## config.mk

```make
export PLATFORM = sky130hd
export DESIGN_NAME = amn_alarm_monitor
export DESIGN_NICKNAME = d
export VERILOG_FILES = /design/src/amn_pkg.sv /design/src/amn_acc_cmp.sv /design/src/amn_alarm_monitor.sv
export SDC_FILE = /design/constraint.sdc
export NUM_CORES = 1
export LEC_CHECK = 0
export BUFFER_PORTS_ARGS = -buffer_cell sky130_fd_sc_hd__clkbuf_2
export CAP_MARGIN = 20
export CORE_AREA = 2 2 144 146
export DETAILED_ROUTE_END_ITERATION = 7
export DIE_AREA = 0 0 146 148
export PLACE_DENSITY = 0.54
export SETUP_SLACK_MARGIN = 0.05
export SKIP_CTS_REPAIR_TIMING = 1
export SLEW_MARGIN = 15
export SYNTH_ARGS = -nofsm -noshare
export SYNTH_HDL_FRONTEND = slang
export SYNTH_HIERARCHICAL = 1
export SYNTH_SLANG_ARGS = --single-unit
```

## constraint.sdc

```tcl
create_clock -name core_clk -period 3.4 [get_ports core_clk]
set_clock_uncertainty 0.05 [all_clocks]
set_input_delay 0.68 -clock core_clk [delete_from_list [all_inputs] [get_ports core_clk]]
set_output_delay 0.68 -clock core_clk [all_outputs]
set_load 0.005 [all_outputs]
```

## src/amn_pkg.sv

```systemverilog
package amn_pkg;

    // Register map, one aligned 32-bit word each
    localparam logic [7:0] OFF_STATUS  = 8'h00;
    localparam logic [7:0] OFF_MASK    = 8'h04;
    localparam logic [7:0] OFF_SUMMARY = 8'h08;
    localparam logic [7:0] OFF_CTRL    = 8'h0C;
    localparam logic [7:0] OFF_STATE   = 8'h10;

    // Alarm source bit positions
    localparam int ALM_FIFO   = 0;
    localparam int ALM_PLL    = 1;
    localparam int ALM_LINK   = 2;
    localparam int ALM_REALGN = 3;
    localparam int ALM_OSC    = 4;
    localparam int ALM_CLK    = 5;
    localparam int NUM_ALM    = 6;

    // Control field positions
    localparam int CTL_LINK_EN  = 0;
    localparam int CTL_PIN_SEL  = 1;
    localparam int CTL_SYNC_SRC = 2;
    localparam int CTL_SUBCL0   = 3;
    localparam int CTL_ENC66    = 4;

    // Reset values
    localparam logic [5:0] MASK_RST = 6'h3F;
    localparam logic [4:0] CTRL_RST = 5'h00;

    // Local multiframe counter period in device clocks
    localparam int MF_PERIOD = 32;

    typedef struct packed {
        logic fifoErr;
        logic pllUnlock;
        logic linkInData;
        logic clkAUpset;
        logic clkBUpset;
    } amn_src_t;

    typedef struct packed {
        logic linkReset;
        logic serPowerDown;
        logic linkClkGate;
    } amn_link_t;

endpackage

```

## src/amn_acc_cmp.sv

```systemverilog
`timescale 1ns/1ps
// Registered compare of the two accumulator banks
module amn_acc_cmp #(
    parameter int WIDTH = 32,
    parameter int NACC  = 4
) (
    input  wire logic                  core_clk,
    input  wire logic                  rstn,
    input  wire logic [NACC*WIDTH-1:0] accA,
    input  wire logic [NACC*WIDTH-1:0] accB,
    output logic                       differ
);
    // Any bit difference in any cycle counts, so no filtering here
    always_ff @(posedge core_clk or negedge rstn) begin
        if (!rstn) begin
            differ <= 1'b0;
        end else begin
            differ <= (accA != accB);
        end
    end
endmodule

```

## src/amn_alarm_monitor.sv

```systemverilog
`timescale 1ns/1ps
module amn_alarm_monitor #(
    parameter int ACC_W  = 32,
    parameter int NACC   = 4
) (
    input  wire logic                   core_clk,
    input  wire logic                   rstn,
    input  wire logic                   hsel,
    input  wire logic [31:0]            haddr,
    input  wire logic [1:0]             htrans,
    input  wire logic                   hwrite,
    input  wire logic [2:0]             hsize,
    input  wire logic [31:0]            hwdata,
    input  wire logic                   hready,
    output logic                        hreadyout,
    output logic                        hresp,
    output logic [31:0]                 hrdata,
    input  wire amn_pkg::amn_src_t      srcIn,
    input  wire logic                   refPulseIn,
    input  wire logic                   ilaStart,
    input  wire logic [NACC*ACC_W-1:0]  accA,
    input  wire logic [NACC*ACC_W-1:0]  accB,
    output amn_pkg::amn_link_t          linkCtl,
    output logic                        mfClkEdge,
    output logic                        cal_status_pin,
    output logic                        alarmSummary
);
    ////////////////////////////////////////////////////////////////////////
    // Pin inputs through two flip-flops
    logic       refMeta_reg;
    logic       refSync_reg;
    logic       refPrev_reg;
    always_ff @(posedge core_clk or negedge rstn) begin
        if (!rstn) begin
            refMeta_reg <= 1'b0;
            refSync_reg <= 1'b0;
            refPrev_reg <= 1'b0;
        end else begin
            refMeta_reg <= refPulseIn;
            refSync_reg <= refMeta_reg;
            refPrev_reg <= refSync_reg;
        end
    end
    logic refRise;
    assign refRise = refSync_reg & ~refPrev_reg;

    ////////////////////////////////////////////////////////////////////////
    // AHB-Lite slave, zero wait states, always OKAY
    logic        wrPend_reg;
    logic        rdPend_reg;
    logic [7:0]  addr_reg;
    logic        accept;
    assign accept = hsel & hready & htrans[1];
    assign hreadyout = 1'b1;
    assign hresp = 1'b0;

    // Capture the address phase for the data phase
    always_ff @(posedge core_clk or negedge rstn) begin
        if (!rstn) begin
            wrPend_reg <= 1'b0;
            rdPend_reg <= 1'b0;
            addr_reg   <= 8'h00;
        end else begin
            wrPend_reg <= accept & hwrite;
            rdPend_reg <= accept & ~hwrite;
            if (accept) begin
                addr_reg <= haddr[7:0];
            end
        end
    end

    function automatic logic hits(input logic [7:0] a, input logic [7:0] o);
        return a[7:2] == o[7:2];
    endfunction

    logic wrStatus;
    logic wrMask;
    logic wrCtrl;
    assign wrStatus = wrPend_reg & hits(addr_reg, amn_pkg::OFF_STATUS);
    assign wrMask   = wrPend_reg & hits(addr_reg, amn_pkg::OFF_MASK);
    assign wrCtrl   = wrPend_reg & hits(addr_reg, amn_pkg::OFF_CTRL);

    ////////////////////////////////////////////////////////////////////////
    // Mask and control registers
    logic [5:0] mask_reg;
    logic [4:0] ctrl_reg;
    always_ff @(posedge core_clk or negedge rstn) begin
        if (!rstn) begin
            mask_reg <= amn_pkg::MASK_RST;
            ctrl_reg <= amn_pkg::CTRL_RST;
        end else begin
            if (wrMask) begin
                mask_reg <= hwdata[5:0];
            end
            if (wrCtrl) begin
                ctrl_reg <= hwdata[4:0];
            end
        end
    end
    logic linkEn;
    assign linkEn = ctrl_reg[amn_pkg::CTL_LINK_EN];

    always_comb begin
        linkCtl.linkReset    = ~linkEn;
        linkCtl.serPowerDown = ~linkEn;
        linkCtl.linkClkGate  = ~linkEn;
    end

    ////////////////////////////////////////////////////////////////////////
    // Local multiframe clock; counter restarts on reference pulse unless subclass 0 is set
    // Wrap point kept explicit so a shorter period only needs the constant
    localparam logic [4:0] MF_LAST = 5'(amn_pkg::MF_PERIOD - 1);
    logic [4:0] mfCnt_reg;
    logic       realign;
    assign realign = refRise & linkEn & ~ctrl_reg[amn_pkg::CTL_SUBCL0]
                     & (mfCnt_reg != 5'h00);
    always_ff @(posedge core_clk or negedge rstn) begin
        if (!rstn) begin
            mfCnt_reg <= 5'h00;
        end else if (!linkEn) begin
            mfCnt_reg <= 5'h00;
        end else if (refRise & ~ctrl_reg[amn_pkg::CTL_SUBCL0]) begin
            mfCnt_reg <= 5'h00;
        end else if (mfCnt_reg == MF_LAST) begin
            mfCnt_reg <= 5'h00;
        end else begin
            mfCnt_reg <= mfCnt_reg + 5'h01;
        end
    end
    assign mfClkEdge = linkEn & (mfCnt_reg == 5'h00);

    ////////////////////////////////////////////////////////////////////////
    // Oscillator sync arming
    logic oscArmed_reg;
    logic oscSyncEv;
    assign oscSyncEv = ctrl_reg[amn_pkg::CTL_SYNC_SRC] ? ilaStart : refRise;
    always_ff @(posedge core_clk or negedge rstn) begin
        if (!rstn) begin
            oscArmed_reg <= 1'b0;
        end else if (!linkEn) begin
            oscArmed_reg <= 1'b0;
        end else if (oscSyncEv) begin
            oscArmed_reg <= 1'b1;
        end
    end

    logic accDiffer;
    amn_acc_cmp #(
        .WIDTH (ACC_W),
        .NACC  (NACC)
    ) u_cmp (
        .core_clk (core_clk),
        .rstn     (rstn),
        .accA     (accA),
        .accB     (accB),
        .differ   (accDiffer)
    );

    ////////////////////////////////////////////////////////////////////////
    // Source events
    logic [5:0] events;
    always_comb begin
        events = 6'h00;
        events[amn_pkg::ALM_FIFO] = srcIn.fifoErr;
        events[amn_pkg::ALM_PLL]  = srcIn.pllUnlock;
        events[amn_pkg::ALM_LINK] = linkEn & ~srcIn.linkInData;
        events[amn_pkg::ALM_REALGN] = realign;
        events[amn_pkg::ALM_OSC] = oscArmed_reg & accDiffer;
        events[amn_pkg::ALM_CLK] = srcIn.clkAUpset ^ srcIn.clkBUpset;
    end

    ////////////////////////////////////////////////////////////////////////
    // Sticky status bits
    logic [5:0] status_reg;
    logic [5:0] status_next;
    logic [5:0] clrBits;
    assign clrBits = wrStatus ? hwdata[5:0] : 6'h00;
    assign status_next = (status_reg & ~clrBits) | events;
    always_ff @(posedge core_clk or negedge rstn) begin
        if (!rstn) begin
            status_reg <= 6'h00;
        end else begin
            status_reg <= status_next;
        end
    end

    logic osc_mismatch_flag;
    logic clock_upset_flag;
    assign osc_mismatch_flag = status_reg[amn_pkg::ALM_OSC];
    assign clock_upset_flag  = status_reg[amn_pkg::ALM_CLK];

    assign alarmSummary = |(status_reg & ~mask_reg);
    assign cal_status_pin = ctrl_reg[amn_pkg::CTL_PIN_SEL] & alarmSummary;

    ////////////////////////////////////////////////////////////////////////
    // Read data, registered at the address phase; unmapped reads zero
    logic [31:0] rdata_next;
    always_comb begin
        rdata_next = 32'h0000_0000;
        if (hits(haddr[7:0], amn_pkg::OFF_STATUS)) begin
            rdata_next[5:0] = status_next;
        end else if (hits(haddr[7:0], amn_pkg::OFF_MASK)) begin
            // Forward a write still in its data phase
            rdata_next[5:0] = wrMask ? hwdata[5:0] : mask_reg;
        end else if (hits(haddr[7:0], amn_pkg::OFF_SUMMARY)) begin
            rdata_next[0] = alarmSummary;
        end else if (hits(haddr[7:0], amn_pkg::OFF_CTRL)) begin
            // Back to back read sees the landing write
            rdata_next[4:0] = wrCtrl ? hwdata[4:0] : ctrl_reg;
        end else if (hits(haddr[7:0], amn_pkg::OFF_STATE)) begin
            rdata_next[4:0] = mfCnt_reg;
            rdata_next[8]   = oscArmed_reg;
        end
    end
    always_ff @(posedge core_clk or negedge rstn) begin
        if (!rstn) begin
            hrdata <= 32'h0000_0000;
        end else if (accept & ~hwrite) begin
            hrdata <= rdata_next;
        end
    end

    ////////////////////////////////////////////////////////////////////////
    // Checks
    AST_STICKY: assert property (@(posedge core_clk) disable iff (!rstn)
        $past(status_reg[0]) & ~$past(clrBits[0]) |-> status_reg[0])
        else $error("status bit dropped without clear");
    AST_SETWINS: assert property (@(posedge core_clk) disable iff (!rstn)
        events[1] |=> status_reg[1])
        else $error("event lost");
    AST_SUMMARY: assert property (@(posedge core_clk) disable iff (!rstn)
        |(events & ~mask_reg) & ~wrMask |=> alarmSummary)
        else $error("unmasked alarm not summarised");
    AST_MSK: assert property (@(posedge core_clk) disable iff (!rstn)
        &mask_reg |-> !alarmSummary)
        else $error("masked alarm in summary");
    AST_PIN: assert property (@(posedge core_clk) disable iff (!rstn)
        ctrl_reg[amn_pkg::CTL_PIN_SEL] & |(events & ~mask_reg) & ~wrMask
            & ~wrCtrl |=> cal_status_pin)
        else $error("pin not high");
    AST_LINKOFF: assert property (@(posedge core_clk) disable iff (!rstn)
        !linkEn |-> linkCtl.linkReset & linkCtl.serPowerDown
            & linkCtl.linkClkGate)
        else $error("link not held off");
    AST_IDLE: assert property (@(posedge core_clk) disable iff (!rstn)
        linkEn & ~srcIn.linkInData |=> status_reg[2])
        else $error("idle alarm missing");
    AST_OSC: assert property (@(posedge core_clk) disable iff (!rstn)
        !oscArmed_reg & !osc_mismatch_flag |=> !osc_mismatch_flag)
        else $error("mismatch before sync");
    AST_MIS: assert property (@(posedge core_clk) disable iff (!rstn)
        oscArmed_reg & accDiffer |=> osc_mismatch_flag)
        else $error("armed mismatch not flagged");
    AST_REAL: assert property (@(posedge core_clk) disable iff (!rstn)
        realign |=> status_reg[amn_pkg::ALM_REALGN])
        else $error("realign alarm missing");
    AST_FIFO: assert property (@(posedge core_clk) disable iff (!rstn)
        srcIn.fifoErr |=> status_reg[amn_pkg::ALM_FIFO])
        else $error("fifo alarm missing");
    AST_MFRST: assert property (@(posedge core_clk) disable iff (!rstn)
        refRise & linkEn & ~ctrl_reg[3] |=> mfCnt_reg == 5'h00)
        else $error("multiframe not reset");
    AST_CLK: assert property (@(posedge core_clk) disable iff (!rstn)
        srcIn.clkAUpset != srcIn.clkBUpset |=> clock_upset_flag)
        else $error("clock flag missing");
    COV_OSC: cover property (@(posedge core_clk) osc_mismatch_flag);
    COV_CLR: cover property (@(posedge core_clk) wrStatus & |status_reg);
    COV_PIN: cover property (@(posedge core_clk) cal_status_pin);
    COV_REAL: cover property (@(posedge core_clk) realign);
endmodule

```

==> summary.txt <==
GRT
  – Largest net degree at the start of global routing: 42
  – Vias in the first global route: 3656
  – First-pass GRT wire length: 20200 um
  – All-Layer GR Usage: 0.120
  – GRT overflow: 0
  – Initial antenna violation count: 0

Flow run
  – Max Cap Violations: 0

Power
  – PwrDens: 292 mW/mm^2
  – Overall power: 1.56 mW
  – Lkg Pwr: 2.84 nW
  – Max VDD drop: 0.000181 V

CTS
  – Clk_lat worst skew: 280 ps
  – CTS tree: built
  – CTS root buf: clkbuf_16
  – Num CTS Buffers: 5
  – Clk buf depth: 2
  – H-Tree Depth: 2
  – Clock Sink Count: 41
  – Clock slew at reported path FFs: 60 ps

Drt
  – Via density per instance: 3.85
  – Final WL: 13400 um
  – Drt wl/cell: 14.4 um
  – Vias: 3572
  – Antenna-violating nets left: 0
  – 1st-pass router iterations: 4
  – DRC: 0
  – Initial drt markers: 109

Synth
  – Post-synth EDFFs: 0
  – Mapped Cells: 362
  – Unique masters post-synth: 46
  – Main synth FF type: dfrtp_1
  – Sequential share of the synthesized area: 0.296
  – Cell Area, Synth: 0.00349 sq mm
  – Asr flop ratio synth: 1.00
  – Synthesis warning total: 6
  – Avg Cell Area, Syn: 9.65 sq um
  – Number of synthesized register bits: 41

Final layout
  – Layout area overhead: 53.2%
  – Largest register FFs: 7
  – Fraction of layout instances using a drive strength above 1: 0.500
  – Nets: 998
  – Diode count: 0
  – Most common cell after layout, fill and taps aside: clkbuf_2
  – Biggest register: hrdata
  – Commonest non-fill, non-tap cells in the layout: clkbuf_2, xor2_1, nor4_1, dfrtp_1, conb_1
  – Fill cells: 2225

STA
  – Fin crit period: 2390 ps
  – Endpoints failing setup: 0
  – Hold Violations, Final: 0
  – Max-slew headroom: 0.584
  – Pins Over Slew Limit: 0
  – Max Fclk: 418 MHz
  – Worst-Margin Slew: 621 ps
  – Sum Neg Setup Slack: 0 ps
  – RSZ-0062 raised after global routing: false
  – Period Utilization, post-route: 0.704

Worst setup path
  – Worst EP required: 2670 ps
  – Critical path class: register to output port
  – Crit. End Element: output port
  – Critical path launch point type: register
  – Crit path DAT: 1660 ps
  – Worst-path fanout max: 5

Floorplan
  – Initial Util: 0.174
  – # rows: 52
  – Core Box Area: 0.0200 sq mm
  – Die Wd: 146 um
  – Die area: 0.0216 sq mm
  – Top Ports: 377
  – Die H: 148 um

Placement
  – GP Congestion: 0.782
  – Port bufs: 293
  – HPWL after DPL: 12100 um

Run status
  – Status: complete, no violations

Worst hold path
  – Worst Hold Class: input pin to async pin
final timing paths:
check,cells past startpoint,slack [ps],endpoint,startpoint
hold reg to reg,0,300,refSync_reg,refMeta_reg
max in group asynchronous,2,2530,mask_reg[4],rstn
setup reg to reg,5,1240,hrdata[1],addr_reg[4]
min in group core_clk,0,300,refSync_reg,refMeta_reg
hold / removal,1,230,refSync_reg,rstn
setup / recovery,5,1010,mfClkEdge,mfCnt_reg[0]
cell usage after synthesis, types with 5 or more instances:
library cell  count  share of area
nand2_1          12          0.013
nand4_1           8          0.014
buf_4            30          0.064
dfrtp_1          35           0.25
inv_1            11          0.012
mux2_2           10          0.032
nor4_1           36          0.064
nor2_1           10          0.011
nand3_1           7          0.010
o22ai_1           5         0.0090
xor2_1          129           0.32
dfstp_2           6          0.045
worst max-delay path, stage by stage (launching register included):
cell	delay, ps
dfrtp_1	420
inv_1	70
ha_1	140
or4b_1	500
nor2_1	120
clkbuf_2	120
per-stage QoR:
stage / cell area [sq um] / std cells / util / setup slack [ps] / hold WS [ps]
6_report: 5360 / 928 / 0.267 / 1010 / 232
5_1_grt: 5360 / 928 / 0.267 / 949 / 254
4_1_cts: 5340 / 927 / 0.266 / 1000 / 302
3_5_place_dp: 5170 / 920 / 0.258 / 882 / 293
3_3_place_gp: 5170 / 920 / 0.258 / 898 / 286
2_1_floorplan: 3590 / 387 / - / 1500 / 281
metal layers:
layer | up-vias | GRT usage | wire length (um)
li1 | 1801 | - | -
met1 | 1595 | 0.156 | 5780
met2 | 166 | 0.205 | 6460
met3 | 10 | 0.0253 | 951
met4 | 0 | 0.0282 | 202
met5 | - | 0 | 0
power breakdown:
| group | switching (mW) | total (mW) | internal [mW] |
|---|---|---|---|
| sequential | 0.0357 | 0.580 | 0.544 |
| combinational | 0.212 | 0.458 | 0.245 |
| clock | 0.184 | 0.525 | 0.341 |
| total | 0.432 | 1.56 | 1.13 |
layout make-up:
class / instances / area, sq um / area share
Clock buffer: 5 / 125 / 0.0234
Clock inverter: 2 / 35.0 / 0.00654
Inverter: 11 / 41.3 / 0.00771
Multi-Input combinational cell: 303 / 2280 / 0.426
Sequential cell: 41 / 1030 / 0.193
Tap cell: 270 / 338 / 0.0631
Timing Repair Buffer: 296 / 1500 / 0.280
cells by family (layout without fill, tap and decap cells):
| family | count (synthesis) | after routing | share of synthesized area |
|---|---|---|---|
| xor gates and xnor gates | 131 | 131 | 0.328 |
| and+or+nand+nor | 97 | 97 | 0.172 |
| buffers and inverters | 43 | 314 | 0.0784 |
| DFF | 41 | 41 | 0.296 |
| AOI/OAI and AO/OA | 29 | 29 | 0.0591 |
| muxes | 16 | 16 | 0.0537 |
| adders and majority gates | 3 | 3 | 0.0107 |
| other | 2 | 27 | 0.00215 |
Power figures use the tool's default switching activity.
